<file path="src/include/btch_pkg.sv">
// constants, types and field layout shared by the block transfer handler
// assumes a 16-bit word stream, 64-word blocks in both directions
package btch_pkg;
  localparam int unsigned BLK_WORDS = 64;
  localparam int unsigned WORD_W = 16;
  localparam int unsigned AW = 6;
  localparam int unsigned SLOTS = 32;
  localparam int unsigned SLOT_W = 5;
  localparam int unsigned CNT_W = 6;
  localparam int unsigned DATA_WORDS = 62;
  localparam logic [5:0] W_ID = 6'h00;
  localparam logic [5:0] W_REQ = 6'h01;
  localparam logic [5:0] W_DATA0 = 6'h02;
  localparam logic [5:0] W_LAST = 6'h3f;
  localparam logic [5:0] W_P1_BAUD = 6'h01;
  localparam logic [5:0] W_P1_CNT = 6'h02;
  localparam logic [5:0] W_P2_BAUD = 6'h0b;
  localparam logic [5:0] W_P2_CNT = 6'h0c;
  localparam logic [5:0] W_ENT_FIRST = 6'h01;
  localparam logic [5:0] W_ENT_LAST = 6'h20;
  localparam logic [15:0] ID_PORT1 = 16'h0000;
  localparam logic [15:0] ID_PORT2 = 16'h0001;
  localparam logic [15:0] ID_CONFIG = 16'h00ff;
  localparam logic [15:0] ID_NONE = 16'hffff;
  localparam logic [15:0] RD_ID = 16'h0000;
  localparam logic [15:0] BAUD_LAST = 16'h0007;
  localparam logic [15:0] BAUD_19K2 = 16'h0006;
  localparam logic [15:0] BAUD_38K4 = 16'h0007;
  localparam logic [15:0] CNT_MAX = 16'h0020;
  localparam logic [7:0] EN_ON = 8'h01;
  localparam logic [7:0] SEL_OFFSET = 8'h80;
  localparam logic [15:0] BAUD_TAB [8] = '{16'h012c, 16'h0258, 16'h04b0, 16'h0960,
                                          16'h12c0, 16'h2580, 16'h4b00, 16'h9600};

  typedef enum logic [1:0] {
    BTCH_STG_CLEAR,
    BTCH_STG_START,
    BTCH_STG_SEND
  } btch_stage_e;

  typedef struct packed {
    logic valid;
    logic [7:0] select;
    btch_stage_e cmd;
  } btch_poll_req_s;

  typedef struct packed {
    logic [15:0] baud;
    logic [CNT_W-1:0] slaves;
  } btch_port_cfg_s;
endpackage

</file>
<file path="src/verilog/btch_port_poller.sv">
// per-port poll list and polling sequencer, one per serial port
// assumes the serial engine acks each request once it is sent
`timescale 1ns/1ps
module btch_port_poller
  import btch_pkg::*;
#(
  parameter int unsigned N = SLOTS
) (
  input wire logic ref_clk_i,
  input wire logic reset_n_i,
  input wire logic run_i,
  input wire logic restart_i,
  input wire logic [CNT_W-1:0] slaves_i,
  input wire logic ent_we_i,
  input wire logic [SLOT_W-1:0] ent_idx_i,
  input wire logic [WORD_W-1:0] ent_i,
  input wire logic ack_i,
  output btch_poll_req_s req_o
);
  typedef struct packed {
    logic [N-1:0] en;
    logic [N-1:0][7:0] adr;
    btch_stage_e [N-1:0] stg;
    logic [SLOT_W-1:0] idx;
    btch_poll_req_s req;
  } btch_pp_s;

  btch_pp_s s_q;
  btch_pp_s s_d;

  always_comb begin
    s_d = s_q;
    if (ent_we_i) begin
      // a newly enabled slave restarts with a clear-buffer command
      if (ent_i[15:8] == EN_ON && !s_q.en[ent_idx_i]) begin
        s_d.stg[ent_idx_i] = BTCH_STG_CLEAR;
      end
      s_d.en[ent_idx_i] = (ent_i[15:8] == EN_ON);
      s_d.adr[ent_idx_i] = ent_i[7:0];
    end
    if (s_q.req.valid) begin
      if (ack_i) begin
        s_d.req.valid = 1'b0;
        s_d.idx = s_q.idx + 1'b1;
        if (s_q.stg[s_q.idx] == BTCH_STG_CLEAR) begin
          s_d.stg[s_q.idx] = BTCH_STG_START;
        end else begin
          s_d.stg[s_q.idx] = BTCH_STG_SEND;
        end
      end
    end else if (run_i) begin
      if ({1'b0, s_q.idx} >= slaves_i) begin
        s_d.idx = '0;
      end else if (s_q.en[s_q.idx]) begin
        s_d.req.valid = 1'b1;
        s_d.req.select = s_q.adr[s_q.idx] + SEL_OFFSET;
        s_d.req.cmd = s_q.stg[s_q.idx];
      end else begin
        s_d.idx = s_q.idx + 1'b1;
      end
    end
    if (restart_i) begin
      // the list itself survives a reconfiguration, only the sequence restarts
      for (int i = 0; i < N; i++) begin
        s_d.stg[i] = BTCH_STG_CLEAR;
      end
      s_d.req.valid = 1'b0;
      s_d.idx = '0;
    end
  end

  always_ff @(posedge ref_clk_i) begin
    if (!reset_n_i) begin
      s_q <= '0;
    end else begin
      s_q <= s_d;
    end
  end

  assign req_o = s_q.req;
endmodule

</file>
<file path="src/verilog/btch_block_handler.sv">
// block transfer command handler: decodes 64-word write blocks and serves read blocks
// assumes the processor writes whole blocks in word order, word 63 last
//
// The strobed register port and the address map were decided locally.
`timescale 1ns/1ps
// What this block does
// - write block word 0 is the identifier, words 1 to 63 the payload
// - identifier 0 is port one list, 1 port two list, 255 configuration
// - before configuration, read word 1 holds 255
// - keep transferring until configured, then run or request poll lists
// - any later accepted configuration restarts all polling from clear-buffer
// - configuration words 1-10 port one, 11-20 port two: baud, count, spare
// - baud codes 0-7 map to 300 up to 38400 baud
// - one port at 19200 with the other at 38400 is a configuration error
// - slave count 0 to 32 limits the polling search; the data space is fixed at 62 words
// - list block identifier picks the port; words 1-32 are slave entries
// - entry high byte 1 enables polling, low byte is counter address
// - enable changes take effect at run time without reconfiguration
// - counter select sends address plus 128, addresses from zero
// - read word 0 is read block id, word 1 requested write block id
// - read word 1 asks for list block 0 or 1; processor answers
// - polled results are held in a data space and read out in blocks
// - transfers and polling stop while the processor is out of run mode
module btch_block_handler
  import btch_pkg::*;
#(
  parameter int unsigned N = SLOTS
) (
  input wire logic ref_clk_i,
  input wire logic reset_n_i,
  input wire logic run_mode_i,
  input wire logic [AW-1:0] addr_i,
  input wire logic [WORD_W-1:0] wdata_i,
  input wire logic wr_i,
  input wire logic rd_i,
  output logic [WORD_W-1:0] rdata_o,
  output logic configured_o,
  output logic cfg_err_o,
  output btch_port_cfg_s [1:0] cfg_o,
  output btch_poll_req_s [1:0] poll_req_o,
  input wire logic [1:0] poll_ack_i,
  input wire logic res_we_i,
  input wire logic [AW-1:0] res_addr_i,
  input wire logic [WORD_W-1:0] res_data_i
);
  typedef struct packed {
    logic [WORD_W-1:0] wid;
    logic [WORD_W-1:0] p1b;
    logic [WORD_W-1:0] p1c;
    logic [WORD_W-1:0] p2b;
    logic [WORD_W-1:0] p2c;
    logic cfgd;
    logic err;
    logic restart;
    logic req_id;
    logic [WORD_W-1:0] rdata;
    btch_port_cfg_s [1:0] cfg;
    logic [1:0] ent_we;
    logic [SLOT_W-1:0] ent_idx;
    logic [WORD_W-1:0] ent;
    logic [DATA_WORDS-1:0][WORD_W-1:0] data;
  } btch_top_s;

  btch_top_s s_q;
  btch_top_s s_d;

  logic wr_ok;
  logic rd_ok;
  logic [WORD_W-1:0] cur_id;
  logic commit;
  logic cfg_good;

  // baud code to rate; codes above the table are caught by the range check
  function automatic logic [15:0] baud_of(input logic [15:0] code);
    logic [2:0] c;
    c = code[2:0];
    return BAUD_TAB[c];
  endfunction

  function automatic logic mixed_top(input logic [15:0] a, input logic [15:0] b);
    return (a == BAUD_19K2 && b == BAUD_38K4) || (a == BAUD_38K4 && b == BAUD_19K2);
  endfunction

  // out of run mode the processor stops transferring; strobes are ignored
  assign wr_ok = wr_i && run_mode_i;
  assign rd_ok = rd_i && run_mode_i;
  assign cur_id = (addr_i == W_ID) ? wdata_i : s_q.wid;
  assign commit = wr_ok && addr_i == W_LAST && cur_id == ID_CONFIG;

  always_comb begin
    cfg_good = 1'b1;
    if (s_q.p1b > BAUD_LAST || s_q.p2b > BAUD_LAST) begin
      cfg_good = 1'b0;
    end
    if (s_q.p1c > CNT_MAX || s_q.p2c > CNT_MAX) begin
      cfg_good = 1'b0;
    end
    if (mixed_top(s_q.p1b, s_q.p2b)) begin
      cfg_good = 1'b0;
    end
  end

  always_comb begin
    s_d = s_q;
    s_d.restart = 1'b0;
    s_d.ent_we = '0;
    if (wr_ok) begin
      if (addr_i == W_ID) begin
        // anything but the three known codes parks the block as ignored
        if (wdata_i == ID_PORT1 || wdata_i == ID_PORT2 || wdata_i == ID_CONFIG) begin
          s_d.wid = wdata_i;
        end else begin
          s_d.wid = ID_NONE;
        end
      end else if (s_q.wid == ID_CONFIG) begin
        unique case (addr_i)
          W_P1_BAUD: s_d.p1b = wdata_i;
          W_P1_CNT: s_d.p1c = wdata_i;
          W_P2_BAUD: s_d.p2b = wdata_i;
          W_P2_CNT: s_d.p2c = wdata_i;
          default: s_d.p1b = s_q.p1b;
        endcase
      end else if (s_q.wid == ID_PORT1 || s_q.wid == ID_PORT2) begin
        // entries go straight to the poller so enables act at once
        if (addr_i >= W_ENT_FIRST && addr_i <= W_ENT_LAST) begin
          s_d.ent_we[s_q.wid[0]] = 1'b1;
          s_d.ent_idx = SLOT_W'(addr_i - W_ENT_FIRST);
          s_d.ent = wdata_i;
        end
      end
    end
    if (commit) begin
      if (cfg_good) begin
        s_d.cfg[0].baud = baud_of(s_q.p1b);
        s_d.cfg[1].baud = baud_of(s_q.p2b);
        s_d.cfg[0].slaves = s_q.p1c[CNT_W-1:0];
        s_d.cfg[1].slaves = s_q.p2c[CNT_W-1:0];
        s_d.cfgd = 1'b1;
        s_d.err = 1'b0;
        s_d.restart = 1'b1;
      end else begin
        s_d.err = 1'b1;
      end
    end
    if (rd_ok) begin
      if (addr_i == W_ID) begin
        s_d.rdata = RD_ID;
      end else if (addr_i == W_REQ) begin
        if (s_q.cfgd) begin
          s_d.rdata = {15'h0000, s_q.req_id};
        end else begin
          s_d.rdata = ID_CONFIG;
        end
      end else begin
        s_d.rdata = s_q.data[addr_i - W_DATA0];
      end
      // alternate the list request between the ports once per read block
      if (addr_i == W_LAST && s_q.cfgd) begin
        s_d.req_id = ~s_q.req_id;
      end
    end
    if (res_we_i && res_addr_i >= W_DATA0) begin
      s_d.data[res_addr_i - W_DATA0] = res_data_i;
    end
  end

  always_ff @(posedge ref_clk_i) begin
    if (!reset_n_i) begin
      s_q <= '0;
    end else begin
      s_q <= s_d;
    end
  end

  assign rdata_o = s_q.rdata;
  assign configured_o = s_q.cfgd;
  assign cfg_err_o = s_q.err;
  assign cfg_o = s_q.cfg;

  for (genvar p = 0; p < 2; p++) begin : g_port
    btch_port_poller #(
      .N(N)
    ) u_poller (
      .ref_clk_i(ref_clk_i),
      .reset_n_i(reset_n_i),
      .run_i(run_mode_i && s_q.cfgd),
      .restart_i(s_q.restart),
      .slaves_i(s_q.cfg[p].slaves),
      .ent_we_i(s_q.ent_we[p]),
      .ent_idx_i(s_q.ent_idx),
      .ent_i(s_q.ent),
      .ack_i(poll_ack_i[p]),
      .req_o(poll_req_o[p])
    );
  end
endmodule

</file>
<file path="config.mk">
export PLATFORM = sky130hd
export DESIGN_NAME = btch_block_handler
export DESIGN_NICKNAME = d
export VERILOG_FILES = /design/src/include/btch_pkg.sv /design/src/verilog/btch_port_poller.sv /design/src/verilog/btch_block_handler.sv
export SDC_FILE = /design/constraint.sdc
export NUM_CORES = 2
export LEC_CHECK = 0
export BUFFER_PORTS_ARGS = -buffer_cell sky130_fd_sc_hd__buf_2
export CAP_MARGIN = 20
export CORE_AREA = 3 3 411 413
export CTS_CLUSTER_DIAMETER = 60
export DETAILED_ROUTE_END_ITERATION = 8
export DIE_AREA = 0 0 414 416
export PLACE_DENSITY = 0.73
export SLEW_MARGIN = 10
export SYNTH_ARGS = -nofsm -noshare
export SYNTH_HDL_FRONTEND = slang
export SYNTH_SLANG_ARGS = --single-unit
</file>
<file path="constraint.sdc">
create_clock -name ref_clk_i -period 4.7 [get_ports ref_clk_i]
set_input_delay 0.94 -clock ref_clk_i [delete_from_list [all_inputs] [get_ports ref_clk_i]]
set_output_delay 0.94 -clock ref_clk_i [all_outputs]
set_load 0.02 [all_outputs]
</file>
==> impl_metrics.tcl <==
set metrics [dict create \
    cp-end-kind "flop" \
    busiest_layer "met2" \
    syn_to_final_growth_pct 10.43 \
    ctsResizeCount 0 \
    cts_buffer_depth 3 \
    drv_cap 0 \
    grtUsageMet3 0.06955 \
    grt_max_degree 249 \
    grt_setup_unrepaired "no" \
    slew_headroom 0.1641 \
    cts_sinks 1891 \
    required_ns 5.43 \
    grt_pass1_vias 69125 \
    clk_root_buffer_cell "clkbuf_16" \
    r2r-start "s_q[1009]" \
    arrival_ns 4.39 \
    dieArea_um2 172200 \
    netlist_instances 9529 \
    drc 0 \
    crit_path_start_kind "flop" \
    routed_wl_um 278000 \
    wl_per_cell_um 24.03 \
    slew_violations 0 \
    synth_cell_types 73 \
    yosysTopAreaCellShare 0.4584 \
    skew_ns 0.05420 \
    port_buffers 131 \
    synth_area_leaders "dfxtp_1 46%, nand2_1 12%, mux4_2 11%" \
    track_usage 0.3101 \
    ys_top_cells_by_count "2623 x nand2_1, 1891 x dfxtp_1, 1489 x a21oi_1" \
    hold_viol_final 0 \
    dpl_cell_area_um2 84610 \
    synth_area_leader_cell "dfxtp_1" \
    core_um2 165200 \
    post_cts_buffers 0 \
    fin_crit_ns 3.658 \
    leakagePower_nw 30.54 \
    min_period_over_period 0.7782 \
    synth-seq-area-share 0.4584 \
    cts_buffers 194 \
    nets 9291 \
    ant_nets 0 \
    cts_tree "yes" \
    globalplace.congestion 1.014 \
    design_area_um2 91200 \
    clkLatencyLatePin_ns 0.88 \
    max-vdd-ir-drop_mv 0.4194 \
    met1_usage 0.3815 \
    htreeDepth 4 \
    drtPass1Iterations 8 \
    whs_ns 0.4067 \
    first_iter_violations 10025 \
    hp-class "primary input to flop" \
    start_util 0.5000 \
    outcome "completed" \
    std_cell_rows 149 \
    synth_edf_count 0 \
    overflow 0 \
    synth_seq_cells 1891 \
    path_clk_slew_ns 0.06 \
    multi_input_area_um2 41000 \
    dp_hpwl_um 178600 \
    ys_warn_count 0 \
    n_fill_cell 14579 \
    tns_ns 0 \
    yosysMostFrequentCell "nand2_1" \
    met2_usage 0.4797 \
    path_class "flop to flop" \
    vias 72182 \
    max_freq_mhz 273.4 \
    holdBufCountCts 0 \
    drive_gt1_frac 0.1302 \
    grt_first_pass_wirelength_um 419300 \
    syn_area_per_cell_um2 8.667 \
    crit_fanout 20 \
    synthFlopType "dfxtp_1" \
    setup_viol 0 \
    netlist_area_um2 82580 \
    vias_per_cell 6.238 \
    power_density_nw_per_um2 366.2 \
    die_h_um 416 \
    pin_count 136 \
    min_from "wdata_i[14]" \
    ys_async_sr_fraction 0 \
    tightest_slew_ns 1.254 \
    antenna_found_initial 15 \
    die_w_um 414 \
    critPathLaunch "s_q[1009]" \
    finalPower_mw 33.40 \
    seqCellArea_um2 37880 \
]
==> final timing paths <==
kind                                end  slack (ns)  cells after the start
max          g_port[0].u_poller.s_q[27]        1.04                      6
min                           s_q[1141]        0.41                      3
max reg2reg  g_port[0].u_poller.s_q[27]        1.04                      6
min reg2reg                    s_q[404]        0.45                      2
==> critical path, cell delays in order (launching register included) <==
cell	delay, ns
dfxtp_1	0.52
buf_4	0.35
nor2b_1	0.31
nand2_1	0.62
nor2_1	1.09
a221oi_1	0.32
a22o_1	0.32
==> placed cells by master, fill, tap and decap left out, types with 11 or more instances in the layout <==
cell type  Yosys  routed
a211oi_1      12      12
a21o_1        16      16
a21oi_1     1489    1489
a221oi_1      39      39
a22o_1       104     104
a22oi_1       92      92
and2_1        18      16
and3_1        46      46
buf_12         0      20
buf_2         57     129
buf_4         82     242
clkbuf_1     702      42
clkbuf_16      0     196
clkbuf_8       0      45
clkinv_2       0      38
dfxtp_1     1891    1878
diode_2        0      12
ha_1          32      31
inv_1         33      33
mux2_2        29      29
mux2i_1      394     394
mux4_2       398     398
nand2_1     2623    2623
nand2b_1      28      26
nand3_1      245     244
nand4_1       44      44
nor2_1       496     476
nor2_2         0      19
nor2b_1       17      16
nor3_1        35      30
nor4_1        21      20
o211ai_1      14      14
o21a_1        37      37
o21ai_0      233     233
o221ai_1      33      33
o22ai_1       20      19
or2_2         11      11
or3_1         26      26
==> metrics by stage <==
step	setup WS, ns	cells	util
after global routing	0.9497	11566	0.5520
after detailed placement	0.6056	11197	0.5122
final	1.042	11571	0.5521
after CTS	1.109	11556	0.5515
after global placement	0.7049	11196	0.5122
after floorplan	0.05818	9532	-
==> sequential cells by signal, indices dropped and copies added, names as in the netlist <==
register / cells
g_port.u_poller.s_q: 714
cfg_o: 40
cfg_err_o: 1
rdata_o: 16
g_port.u_poller.req_o: 22
configured_o: 1
s_q: 1097
==> area by class of cell <==
| class | instances | area share |
|---|---|---|
| antenna | 12 | 0.0003293 |
| clock buffer | 283 | 0.06230 |
| clock inverter | 76 | 0.008877 |
| inverter | 37 | 0.001605 |
| multi-input combinational | 6689 | 0.4496 |
| sequential | 1891 | 0.4154 |
| tap | 2189 | 0.03003 |
| timing repair buffer | 394 | 0.03184 |
==> power by group <==
part           switching (mW)  total [mW]  internal [mW]
Clock                    6.74        15.6           8.88
Combinational            1.24        1.64          0.402
Sequential             0.0624        16.1           16.1
==> layer usage <==
metal / routed length (um) / share of wire
met2: 124300 / 0.45
met5: 27 / 0.000097
met3: 29330 / 0.11
met1: 101500 / 0.37
met4: 22820 / 0.082
==> cell families (layout without fill, tap and decap cells) <==
group	after synthesis	count (layout)	synth area share
other cells	1	16	0.00004541
compound gates	2158	2158	0.1473
mux	821	821	0.1602
buf+inv	952	790	0.04795
flops	1891	1891	0.4584
xor+xnor	13	13	0.001379
fa+ha+maj	32	32	0.004848
simple gates	3661	3661	0.1798
Note: power is estimated with default switching activity, not from simulation.
